### src/logic/pktz_pkg.sv
// Functional notes
// - Host bytes are forwarded unchanged as radio packets.
// - No identifier is added and nothing is sent without host data.
// - While sleep enable is high the block sleeps and ignores serial data.
// - With sleep enable low the block wakes and listens for serial bytes.
// - The activity indicator goes low once the first byte of a transfer arrives.
// - The activity indicator returns high only when all buffered data has been sent.
// - Sleep enable is sampled only while no transmission is in progress (indicator high, buffer and output empty).
// - A transfer shorter than 60 bytes is sent as one packet once it is complete.
// - A longer transfer is cut into 60-byte packets sent one after another.
// - Up to 256 received bytes are held in the buffer.
// - Packets are drained while bytes still arrive so streaming has no length limit.
// - Parity is none, even or odd, none by default.
package pktz_pkg;
    // ------------------------------------------------------------
    // Constants
    // ------------------------------------------------------------
    localparam int unsigned CLK_HZ        = 200_000_000;
    localparam int unsigned BAUD_DEFAULT  = 9600;
    localparam int unsigned BIT_CYCLES    = CLK_HZ / BAUD_DEFAULT;
    localparam int unsigned PKT_MAX       = 60;
    localparam int unsigned BUF_DEPTH     = 256;
    localparam int unsigned GAP_CHARS     = 3;
    localparam int unsigned CHAR_BITS     = 11;
    localparam int unsigned GAP_CYCLES    = GAP_CHARS * CHAR_BITS * BIT_CYCLES;
    localparam logic [1:0]  PAR_NONE      = 2'h0;
    localparam logic [1:0]  PAR_EVEN      = 2'h1;
    localparam logic [1:0]  PAR_ODD       = 2'h2;
    localparam logic [1:0]  PAR_DEFAULT   = PAR_NONE;

    // ------------------------------------------------------------
    // Types
    // ------------------------------------------------------------
    typedef struct packed {
        logic       valid;
        logic [7:0] data;
        logic       parityErr;
        logic       frameErr;
    } rx_char_s;

    typedef struct packed {
        logic       valid;
        logic [7:0] data;
        logic       first;
        logic       last;
    } radio_byte_s;
endpackage : pktz_pkg

### src/logic/serial_char_rx.sv
`timescale 1ns/1ps
module serial_char_rx #(
    parameter int unsigned BIT_CYC = pktz_pkg::BIT_CYCLES
) (
    input  wire logic              core_clk,
    input  wire logic              rst_b,
    input  wire logic              clkEn,
    input  wire logic              listen,
    input  wire logic [1:0]        paritySel,
    input  wire logic              serialSync,
    output pktz_pkg::rx_char_s     rxChar
);
    // ------------------------------------------------------------
    // Receive state
    // ------------------------------------------------------------
    typedef enum logic [2:0] {RX_IDLE, RX_START, RX_DATA, RX_PAR, RX_STOP} rx_state_e;

    rx_state_e          state_reg, state_next;
    logic [15:0]        cnt_reg, cnt_next;
    logic [2:0]         bit_reg, bit_next;
    logic [7:0]         sh_reg, sh_next;
    logic               perr_reg, perr_next;
    pktz_pkg::rx_char_s out_reg, out_next;

    localparam logic [15:0] FULL = 16'(BIT_CYC - 1);
    localparam logic [15:0] HALF = 16'(BIT_CYC / 2);

    always_comb begin
        state_next = state_reg;
        cnt_next   = cnt_reg;
        bit_next   = bit_reg;
        sh_next    = sh_reg;
        perr_next  = perr_reg;
        out_next   = '0;
        if (cnt_reg != 16'h0) begin
            cnt_next = cnt_reg - 16'h1;
        end
        case (state_reg)
            RX_IDLE: begin
                if (listen && !serialSync) begin
                    state_next = RX_START;
                    cnt_next   = HALF;
                end
            end
            RX_START: begin
                if (cnt_reg == 16'h0) begin
                    state_next = serialSync ? RX_IDLE : RX_DATA;
                    cnt_next   = FULL;
                    bit_next   = 3'h0;
                end
            end
            RX_DATA: begin
                if (cnt_reg == 16'h0) begin
                    sh_next  = {serialSync, sh_reg[7:1]};
                    cnt_next = FULL;
                    bit_next = bit_reg + 3'h1;
                    if (bit_reg == 3'h7) begin
                        state_next = (paritySel == pktz_pkg::PAR_NONE) ? RX_STOP : RX_PAR;
                    end
                end
            end
            RX_PAR: begin
                if (cnt_reg == 16'h0) begin
                    perr_next  = (^sh_reg ^ serialSync) != (paritySel == pktz_pkg::PAR_ODD);
                    state_next = RX_STOP;
                    cnt_next   = FULL;
                end
            end
            RX_STOP: begin
                if (cnt_reg == 16'h0) begin
                    out_next.valid     = 1'b1;
                    out_next.data      = sh_reg;
                    out_next.parityErr = perr_reg;
                    out_next.frameErr  = !serialSync;
                    perr_next          = 1'b0;
                    state_next         = RX_IDLE;
                end
            end
            default: state_next = RX_IDLE;
        endcase
    end

    always_ff @(posedge core_clk or negedge rst_b) begin
        if (!rst_b) begin
            state_reg <= RX_IDLE;
            cnt_reg   <= 16'h0;
            bit_reg   <= 3'h0;
            sh_reg    <= 8'h0;
            perr_reg  <= 1'b0;
            out_reg   <= '0;
        end else if (clkEn) begin
            state_reg <= state_next;
            cnt_reg   <= cnt_next;
            bit_reg   <= bit_next;
            sh_reg    <= sh_next;
            perr_reg  <= perr_next;
            out_reg   <= out_next;
        end
    end

    assign rxChar = out_reg;

    a_rx_idle_quiet : assert property (@(posedge core_clk) disable iff (!rst_b)
        (state_reg == RX_IDLE) |-> !out_reg.valid || $past(state_reg) == RX_STOP || !$past(clkEn))
        else $error("char valid without stop bit");
endmodule : serial_char_rx

### src/logic/serial_to_radio_packetizer.sv
`timescale 1ns/1ps
module serial_to_radio_packetizer #(
    parameter int unsigned BIT_CYC = pktz_pkg::BIT_CYCLES,
    parameter int unsigned GAP_CYC = pktz_pkg::GAP_CYCLES
) (
    input  wire logic              core_clk,
    input  wire logic              rst_b,
    input  wire logic              clkEn,
    input  wire logic [1:0]        paritySel,
    input  wire logic              sleep_enable_in,
    input  wire logic              host_serial_in,
    input  wire logic              radioReady,
    output pktz_pkg::radio_byte_s  radioOut,
    output logic                   activityInd,
    output logic                   sleeping,
    output logic                   charDropped
);
    // ------------------------------------------------------------
    // Pin synchronisers
    // ------------------------------------------------------------
    logic [1:0] sleepSync_reg, serSync_reg;

    always_ff @(posedge core_clk or negedge rst_b) begin
        if (!rst_b) begin
            sleepSync_reg <= 2'h3;
            serSync_reg   <= 2'h3;
        end else if (clkEn) begin
            sleepSync_reg <= {sleepSync_reg[0], sleep_enable_in};
            serSync_reg   <= {serSync_reg[0], host_serial_in};
        end
    end

    // ------------------------------------------------------------
    // Serial receiver
    // ------------------------------------------------------------
    pktz_pkg::rx_char_s rxChar;
    logic               awake_reg, awake_next;

    serial_char_rx #(.BIT_CYC(BIT_CYC)) u_rx (
        .core_clk   (core_clk),
        .rst_b      (rst_b),
        .clkEn      (clkEn),
        .listen     (awake_reg),
        .paritySel  (paritySel),
        .serialSync (serSync_reg[1]),
        .rxChar     (rxChar)
    );

    // ------------------------------------------------------------
    // Buffer and packet control
    // ------------------------------------------------------------
    logic [7:0]  mem [pktz_pkg::BUF_DEPTH];
    logic [7:0]  wr_reg, wr_next, rd_reg, rd_next;
    logic [8:0]  cnt_reg, cnt_next;
    logic [5:0]  pkt_reg, pkt_next;
    logic [31:0] gap_reg, gap_next;
    logic        xferEnd_reg, xferEnd_next;
    logic        act_reg, act_next;
    logic        drop_reg, drop_next;
    pktz_pkg::radio_byte_s out_reg, out_next;
    logic        push, pop, outFree;

    localparam logic [8:0] DEPTH = 9'(pktz_pkg::BUF_DEPTH);
    localparam logic [5:0] PMAX  = 6'(pktz_pkg::PKT_MAX);

    assign outFree = !out_reg.valid || radioReady;
    assign push    = rxChar.valid && !rxChar.parityErr && !rxChar.frameErr && cnt_reg != DEPTH;
    // Start a packet only on 60 bytes or a finished transfer; continue one in progress
    assign pop     = outFree && cnt_reg != 9'h0 &&
                     (pkt_reg != 6'h0 || cnt_reg >= 9'(PMAX) || xferEnd_reg);

    always_comb begin
        awake_next   = awake_reg;
        wr_next      = wr_reg;
        rd_next      = rd_reg;
        cnt_next     = cnt_reg;
        pkt_next     = pkt_reg;
        gap_next     = gap_reg;
        xferEnd_next = xferEnd_reg;
        act_next     = act_reg;
        drop_next    = rxChar.valid && !rxChar.parityErr && !rxChar.frameErr && cnt_reg == DEPTH;
        out_next     = out_reg;
        if (radioReady) begin
            out_next.valid = 1'b0;
        end
        if (push) begin
            wr_next      = wr_reg + 8'h1;
            xferEnd_next = 1'b0;
            gap_next     = 32'(GAP_CYC);
            act_next     = 1'b0;
        end else if (gap_reg != 32'h0) begin
            gap_next = gap_reg - 32'h1;
            if (gap_reg == 32'h1) begin
                xferEnd_next = 1'b1;
            end
        end
        if (pop) begin
            out_next.valid = 1'b1;
            out_next.data  = mem[rd_reg];
            out_next.first = pkt_reg == 6'h0;
            out_next.last  = pkt_reg == PMAX - 6'h1 || cnt_reg == 9'h1;
            rd_next        = rd_reg + 8'h1;
            pkt_next       = out_next.last ? 6'h0 : pkt_reg + 6'h1;
        end
        cnt_next = cnt_reg + {8'h0, push} - {8'h0, pop};
        // Idle means buffer drained, radio done and transfer closed
        if (!act_reg && cnt_next == 9'h0 && !out_next.valid && pkt_next == 6'h0
            && (xferEnd_next || !awake_reg)) begin
            act_next = 1'b1;
        end
        if (act_reg && cnt_reg == 9'h0 && !out_reg.valid) begin
            awake_next = !sleepSync_reg[1];
        end
    end

    always_ff @(posedge core_clk) begin
        if (clkEn && push) begin
            mem[wr_reg] <= rxChar.data;
        end
    end

    always_ff @(posedge core_clk or negedge rst_b) begin
        if (!rst_b) begin
            awake_reg   <= 1'b0;
            wr_reg      <= 8'h0;
            rd_reg      <= 8'h0;
            cnt_reg     <= 9'h0;
            pkt_reg     <= 6'h0;
            gap_reg     <= 32'h0;
            xferEnd_reg <= 1'b0;
            act_reg     <= 1'b1;
            drop_reg    <= 1'b0;
            out_reg     <= '0;
        end else if (clkEn) begin
            awake_reg   <= awake_next;
            wr_reg      <= wr_next;
            rd_reg      <= rd_next;
            cnt_reg     <= cnt_next;
            pkt_reg     <= pkt_next;
            gap_reg     <= gap_next;
            xferEnd_reg <= xferEnd_next;
            act_reg     <= act_next;
            drop_reg    <= drop_next;
            out_reg     <= out_next;
        end
    end

    assign radioOut    = out_reg;
    assign activityInd = act_reg;
    assign sleeping    = !awake_reg;
    assign charDropped = drop_reg;

    // ------------------------------------------------------------
    // Checks
    // ------------------------------------------------------------
    a_sleep_no_push : assert property (@(posedge core_clk) disable iff (!rst_b)
        !awake_reg && cnt_reg == 9'h0 |-> !rxChar.valid || $past(awake_reg))
        else $error("byte taken while asleep");
    a_wake_on_low : assert property (@(posedge core_clk) disable iff (!rst_b)
        clkEn && act_reg && cnt_reg == 9'h0 && !out_reg.valid && !sleepSync_reg[1] |=> awake_reg)
        else $error("did not wake");
    a_act_low_push : assert property (@(posedge core_clk) disable iff (!rst_b)
        clkEn && push |=> !act_reg)
        else $error("indicator not low after byte");
    a_act_high_empty : assert property (@(posedge core_clk) disable iff (!rst_b)
        $rose(act_reg) |-> cnt_reg == 9'h0 && !out_reg.valid)
        else $error("indicator high with data pending");
    a_sleep_held_busy : assert property (@(posedge core_clk) disable iff (!rst_b)
        !act_reg && awake_reg |=> awake_reg)
        else $error("slept during transfer");
    a_pkt_limit : assert property (@(posedge core_clk) disable iff (!rst_b)
        pkt_reg < PMAX)
        else $error("packet over 60 bytes");
    a_short_wait : assert property (@(posedge core_clk) disable iff (!rst_b)
        pop && pkt_reg == 6'h0 |-> cnt_reg >= 9'(PMAX) || xferEnd_reg)
        else $error("short packet started early");
    a_buf_bound : assert property (@(posedge core_clk) disable iff (!rst_b)
        cnt_reg <= DEPTH)
        else $error("buffer overflow");
    a_last_first : assert property (@(posedge core_clk) disable iff (!rst_b)
        clkEn && pop && out_next.last |=> pkt_reg == 6'h0)
        else $error("packet count not cleared");

    c_full_packet : cover property (@(posedge core_clk) pop && pkt_reg == PMAX - 6'h1);
    c_short_end   : cover property (@(posedge core_clk) $rose(xferEnd_reg));
    c_buf_full    : cover property (@(posedge core_clk) cnt_reg == DEPTH);
    c_act_cycle   : cover property (@(posedge core_clk) $rose(act_reg));
endmodule : serial_to_radio_packetizer

### config.mk
export PLATFORM = sky130hd
export DESIGN_NAME = serial_to_radio_packetizer
export DESIGN_NICKNAME = d
export VERILOG_FILES = /design/src/logic/pktz_pkg.sv /design/src/logic/serial_char_rx.sv /design/src/logic/serial_to_radio_packetizer.sv
export SDC_FILE = /design/constraint.sdc
export NUM_CORES = 2
export LEC_CHECK = 0
export BUFFER_PORTS_ARGS = -buffer_cell sky130_fd_sc_hd__buf_2
export CAP_MARGIN = 40
export CORE_MARGIN = 1.5
export CORE_UTILIZATION = 57
export CTS_CLUSTER_SIZE = 12
export DETAILED_ROUTE_END_ITERATION = 12
export PLACE_DENSITY = 0.84
export REMOVE_ABC_BUFFERS = 1
export SYNTH_ARGS = -nofsm -noshare
export SYNTH_HDL_FRONTEND = slang
export SYNTH_SLANG_ARGS = --single-unit
### constraint.sdc
create_clock -name core_clk -period 4.01 [get_ports core_clk]
set_clock_uncertainty 0.05 [all_clocks]
set_input_delay 0 -clock core_clk [delete_from_list [all_inputs] [get_ports core_clk]]
set_output_delay 0 -clock core_clk [all_outputs]
set_load 0.05 [all_outputs]
==> results.md <==
Timing:
- The final critical path time including I/O delays and setup is between 3 and 4 ns.
- The worst pin sits at a relative slew slack of roughly 28%.
- The final total negative setup slack is 0 ns.
- The final count of hold timing violations came to 0.
- At the pin with the least slew margin, the transition time is about 1.1 ns.
- The final worst-path cycle share is 99.0%.
- The tightest hold margin is ~0.16 ns.
- The highest achievable clock rate is between 200 and 300 MHz.
- Setup repair after global routing could not meet its margin everywhere.
- The number of max-slew violations in the final report is 0.
- Setup violations remaining at the end of the flow were counted as 0.

Worst setup path:
- By instance count, the cell type seen most on the critical path is sky130_fd_sc_hd__a211oi_1.
- The number of buffers and inverters on the critical path is 1.
- The type of origin of the critical path is a flop.
- At the worst endpoint, the required time is around 4.7 ns.
- Of all nets on the critical path, the largest fanout is 20.
- Setup slack on the worst reg-to-reg path comes out at around 0.041 ns.
- The critical path goes through nand2b_1 -> buf_4 -> nor2_1 -> a221oi_1 -> o21ai_0 -> a211oi_1 -> a211oi_1 -> a221o_1.
- For this run, the slowest stage of the critical path takes 0.87 ns.
- The sort of element at the end of the critical path is a flop.
- In this design, the largest share of critical-path delay is due to compound AO/OA/AOI/OAI gates.
- By startpoint and endpoint, the worst setup path is classified as flop to flop.
- The data arrival time at the worst-slack endpoint is 4.69 ns.
- For this design, the slowest cell found on the critical path is sky130_fd_sc_hd__a211oi_1.

Clock tree:
- Clock tree synthesis found a total of roughly 2200 sinks.
- The clock insertion delay at the later pin of the skew report is 0.85 ns.
- Clock tree synthesis inserted a total of between 200 and 250 buffers.
- The clock-pin slew on the worst setup and hold paths is 0.07 ns.
- TritonCTS built the clock tree.
- The H-tree depth reported by CTS is 4.
- The library cell used as clock root buffer is sky130_fd_sc_hd__clkbuf_16.
- The maximum clock insertion buffer count is 3.

Global routing:
- The final global-route overflow total is 0.
- The initial antenna violation count is 10.
- In the global route stage, overall resource usage came out at about 30%.
- Entering global routing, the biggest net connects 192 pins.
- The via count of the first global-routing pass is just under 50000.
- The first global-routing pass estimated approximately 330 mm of wire.

Routing:
- The DRC violation total after the first TritonRoute iteration is 7018.
- The count of unresolved DRC violations after routing is 3.
- Dividing the detail-routed wire length by the instance count gives 32.9 um.
- The number of nets still failing antenna checks after routing is 0.
- The via density per instance is just under 7.
- The first-pass iteration count of the detailed router is 12.
- The routed wire length is 228 mm.
- The final route contains about 47000 vias.

Cells and area:
- The footprint of the flip-flops and latches is 0.0647 mm2.
- In the final design database the tool counted between 4000 and 5000 nets.
- The share of post-route cells with drive strength above 1 is a little over a quarter.
- The total area of multi-input combinational cells is slightly below 0.02 mm2.
- The area added between synthesis and finish is 13.3%.
- The finished cells cover 0.0972 mm2.
- The register with the most flip-flops in the layout has roughly 2000 of them.
- Counting the fill cells in the layout gives a little over 9000.
- The number of cells in the finished layout apart from fillers is roughly 6900.

Floorplan:
- The initial core utilization is between 50% and 60%.
- The vertical die dimension is about 390 um.
- The x dimension of the die is 391 um.
- The core region area is around 0.15 mm2.
- For this design the top-level I/O count stands at 22.
- In this run the core area contains 142 standard-cell rows.
- The floorplan step defined a die boundary enclosing roughly 0.15 mm2.

Yosys:
- The count of flip-flops with a built-in enable after synthesis is around 2000.
- The primary flip-flop cell chosen by synthesis mapping is sky130_fd_sc_hd__edfxtp_1.
- The number of warning messages in the yosys log is 0.
- The area of the mapped netlist is 0.0858 mm2.
- The synthesized design contains between 2000 and 2500 register bits.
- The synthesized area per cell is just under 20 um2.
- Synthesis handed over a netlist of about 4300 instances.
- In the synthesized netlist the async set-or-reset flop fraction comes to about 5.7%.
- The share of synthesized area occupied by flip-flops and latches is about three quarters.
- After synthesis, the netlist uses 86 different library cells.

Place:
- Summing all placed instances gives a cell area of a little over 0.09 mm2.
- Buffers placed on the I/O ports in this run total 21.
- The number of placed instances, taps included, is 6591.
- The placed wire-length estimate is ~140 mm.
- At the end of routability-driven placement, the weighted congestion stood at 0.918.

Power:
- In this run the power spent charging and discharging nets is 16.6 mW.
- Summed over all cells, the static leakage comes to roughly 32 nW.
- Sequential cells burn about 46% of the power.
- Of the total power, combinational logic draws between 20% and 30%.
- The internal power is between 30 and 40 mW.
- The power density over the cells is about 570 mW/mm2.
- The clock network is responsible for 32.0% of the overall power.
- The worst-case vdd ir drop is roughly 0.45 mV.
- Of the total power, the share spent switching nets is between 30% and 40%.

Min path:
- The tightest min-delay check is of the input port to asynchronous set/reset pin type.

Run status:
- The final reports fail on DRC.
- The flow ran to the end, but the final reports show violations.

Job:
- The number of maximum-capacitance constraint violations is 0.
power by group through the flow:
stage | sequential [mW] | combinational, mW | clock [mW]
6_report | 25.6 | 12.1 | 17.8
5_1_grt | 25.6 | 12.4 | 18.6
4_1_cts | 25.5 | 11.7 | 17.8
3_5_place_dp | 26.0 | 11.5 | 0
3_3_place_gp | 26.0 | 11.3 | 0
2_1_floorplan | 26.4 | 4.34 | 0
final cells by class:
class,instances,share of cell area (%)
diodes,10,0.0257
inverters,34,0.136
clock buffers,276,5.67
clock inverters,32,0.364
repair buffers,498,4.28
multi-input cells,1895,20.4
well taps,2016,2.59
flip-flops and latches,2172,66.5
per-layer routing:
layer	track usage, %	vias to the layer above	wire length [um]
met1	38.4	23800	74600
met3	9.21	896	32400
li1	-	18700	-
met4	16.2	10	14200
met2	46.3	4056	107000
met5	0	-	81
cell usage after synthesis, types with 19 or more instances:
| library cell | number | area [um2] |
|---|---|---|
| sky130_fd_sc_hd__mux2i_1 | 105 | 1050 |
| sky130_fd_sc_hd__dfrtp_1 | 119 | 2980 |
| sky130_fd_sc_hd__mux4_2 | 491 | 11100 |
| sky130_fd_sc_hd__inv_1 | 31 | 116 |
| sky130_fd_sc_hd__a221oi_1 | 38 | 333 |
| sky130_fd_sc_hd__xnor2_1 | 41 | 359 |
| sky130_fd_sc_hd__a22oi_1 | 86 | 646 |
| sky130_fd_sc_hd__buf_4 | 31 | 233 |
| sky130_fd_sc_hd__nand3_1 | 71 | 355 |
| sky130_fd_sc_hd__ha_1 | 31 | 388 |
| sky130_fd_sc_hd__mux2_2 | 29 | 327 |
| sky130_fd_sc_hd__nor2b_1 | 22 | 138 |
| sky130_fd_sc_hd__o21ai_0 | 79 | 395 |
| sky130_fd_sc_hd__or3_1 | 19 | 119 |
| sky130_fd_sc_hd__buf_2 | 48 | 240 |
| sky130_fd_sc_hd__o22ai_1 | 19 | 119 |
| sky130_fd_sc_hd__a21oi_1 | 70 | 350 |
| sky130_fd_sc_hd__nor3_1 | 45 | 225 |
| sky130_fd_sc_hd__buf_1 | 22 | 82.6 |
| sky130_fd_sc_hd__edfxtp_1 | 2048 | 61500 |
| sky130_fd_sc_hd__nor2_1 | 361 | 1360 |
| sky130_fd_sc_hd__clkbuf_1 | 117 | 439 |
| sky130_fd_sc_hd__nand2_1 | 137 | 514 |
| sky130_fd_sc_hd__buf_6 | 23 | 259 |
what timing repair did:
item                       in CTS  in global routing
resized for setup               4                  8
pin swaps                       0                  2
setup endpoints to repair       1                  1
setup buffers                   0                  1
hold buffers                   17                  0
hold endpoints to repair      212                  0
final timing paths:
| check | cells after the start | start | endpoint |
|---|---|---|---|
| max | 8 | rd_reg[3] | radioOut[4] |
| min | 4 | rst_b | pkt_reg[5] |
| max reg2reg | 8 | rd_reg[3] | radioOut[4] |
| min reg2reg | 1 | u_rx.rxChar[10] | u_rx.rxChar[10] |
| max in group asynchronous | 6 | rst_b | activityInd |
| min in group core_clk | 5 | clkEn | xferEnd_reg |
metrics by stage:
stage	utilization (%)	setup slack [ns]	power (mW)
2_1_floorplan	-	-18.25	30.8
3_3_place_gp	60.8	0.00343	37.2
3_5_place_dp	60.9	0.00873	37.5
4_1_cts	64.9	0.00600	55.0
5_1_grt	65.0	-0.0210	56.6
6_report	65.0	0.0414	55.4
logic make-up after synthesis:
logic type	share of synthesized area (%)
flops	75.3
simple gates	4.00
mux	14.5
compound gates	3.50
buf+inv	1.65
xor+xnor	0.572
fa+ha+maj	0.475
cell usage in the layout (no fill, tap or decap), types with 10 or more instances in the layout:
cell type and count:
sky130_fd_sc_hd__a211oi_1 15, sky130_fd_sc_hd__a21oi_1 70, sky130_fd_sc_hd__a221oi_1 38, sky130_fd_sc_hd__a22o_1 18, sky130_fd_sc_hd__a22oi_1 86, sky130_fd_sc_hd__a31oi_1 11
sky130_fd_sc_hd__buf_12 27, sky130_fd_sc_hd__buf_2 23, sky130_fd_sc_hd__buf_4 424, sky130_fd_sc_hd__clkbuf_1 63, sky130_fd_sc_hd__clkbuf_16 208, sky130_fd_sc_hd__clkinv_1 13
sky130_fd_sc_hd__dfrtp_1 105, sky130_fd_sc_hd__dfrtp_4 11, sky130_fd_sc_hd__diode_2 10, sky130_fd_sc_hd__dlygate4sd3_1 16, sky130_fd_sc_hd__edfxtp_1 2048, sky130_fd_sc_hd__ha_1 30
sky130_fd_sc_hd__inv_1 29, sky130_fd_sc_hd__mux2_2 29, sky130_fd_sc_hd__mux2i_1 105, sky130_fd_sc_hd__mux4_2 491, sky130_fd_sc_hd__nand2_1 137, sky130_fd_sc_hd__nand2b_1 12
sky130_fd_sc_hd__nand3_1 71, sky130_fd_sc_hd__nand4_1 15, sky130_fd_sc_hd__nor2_1 359, sky130_fd_sc_hd__nor2b_1 20, sky130_fd_sc_hd__nor3_1 44, sky130_fd_sc_hd__o211ai_1 10
sky130_fd_sc_hd__o21ai_0 78, sky130_fd_sc_hd__o22ai_1 19, sky130_fd_sc_hd__o31ai_1 13, sky130_fd_sc_hd__or3_1 19, sky130_fd_sc_hd__xnor2_1 40, sky130_fd_sc_hd__xor2_1 15
worst reg2reg max path: cells and delay by family, from the launching register on:
kind | cells | cell delay [ns]
AOI/OAI and AO/OA | 5 | 1.83
buffers and inverters | 1 | 0.26
DFF | 1 | 0.84
and+or+nand+nor | 2 | 0.94
(Power assumes the default switching activity.)
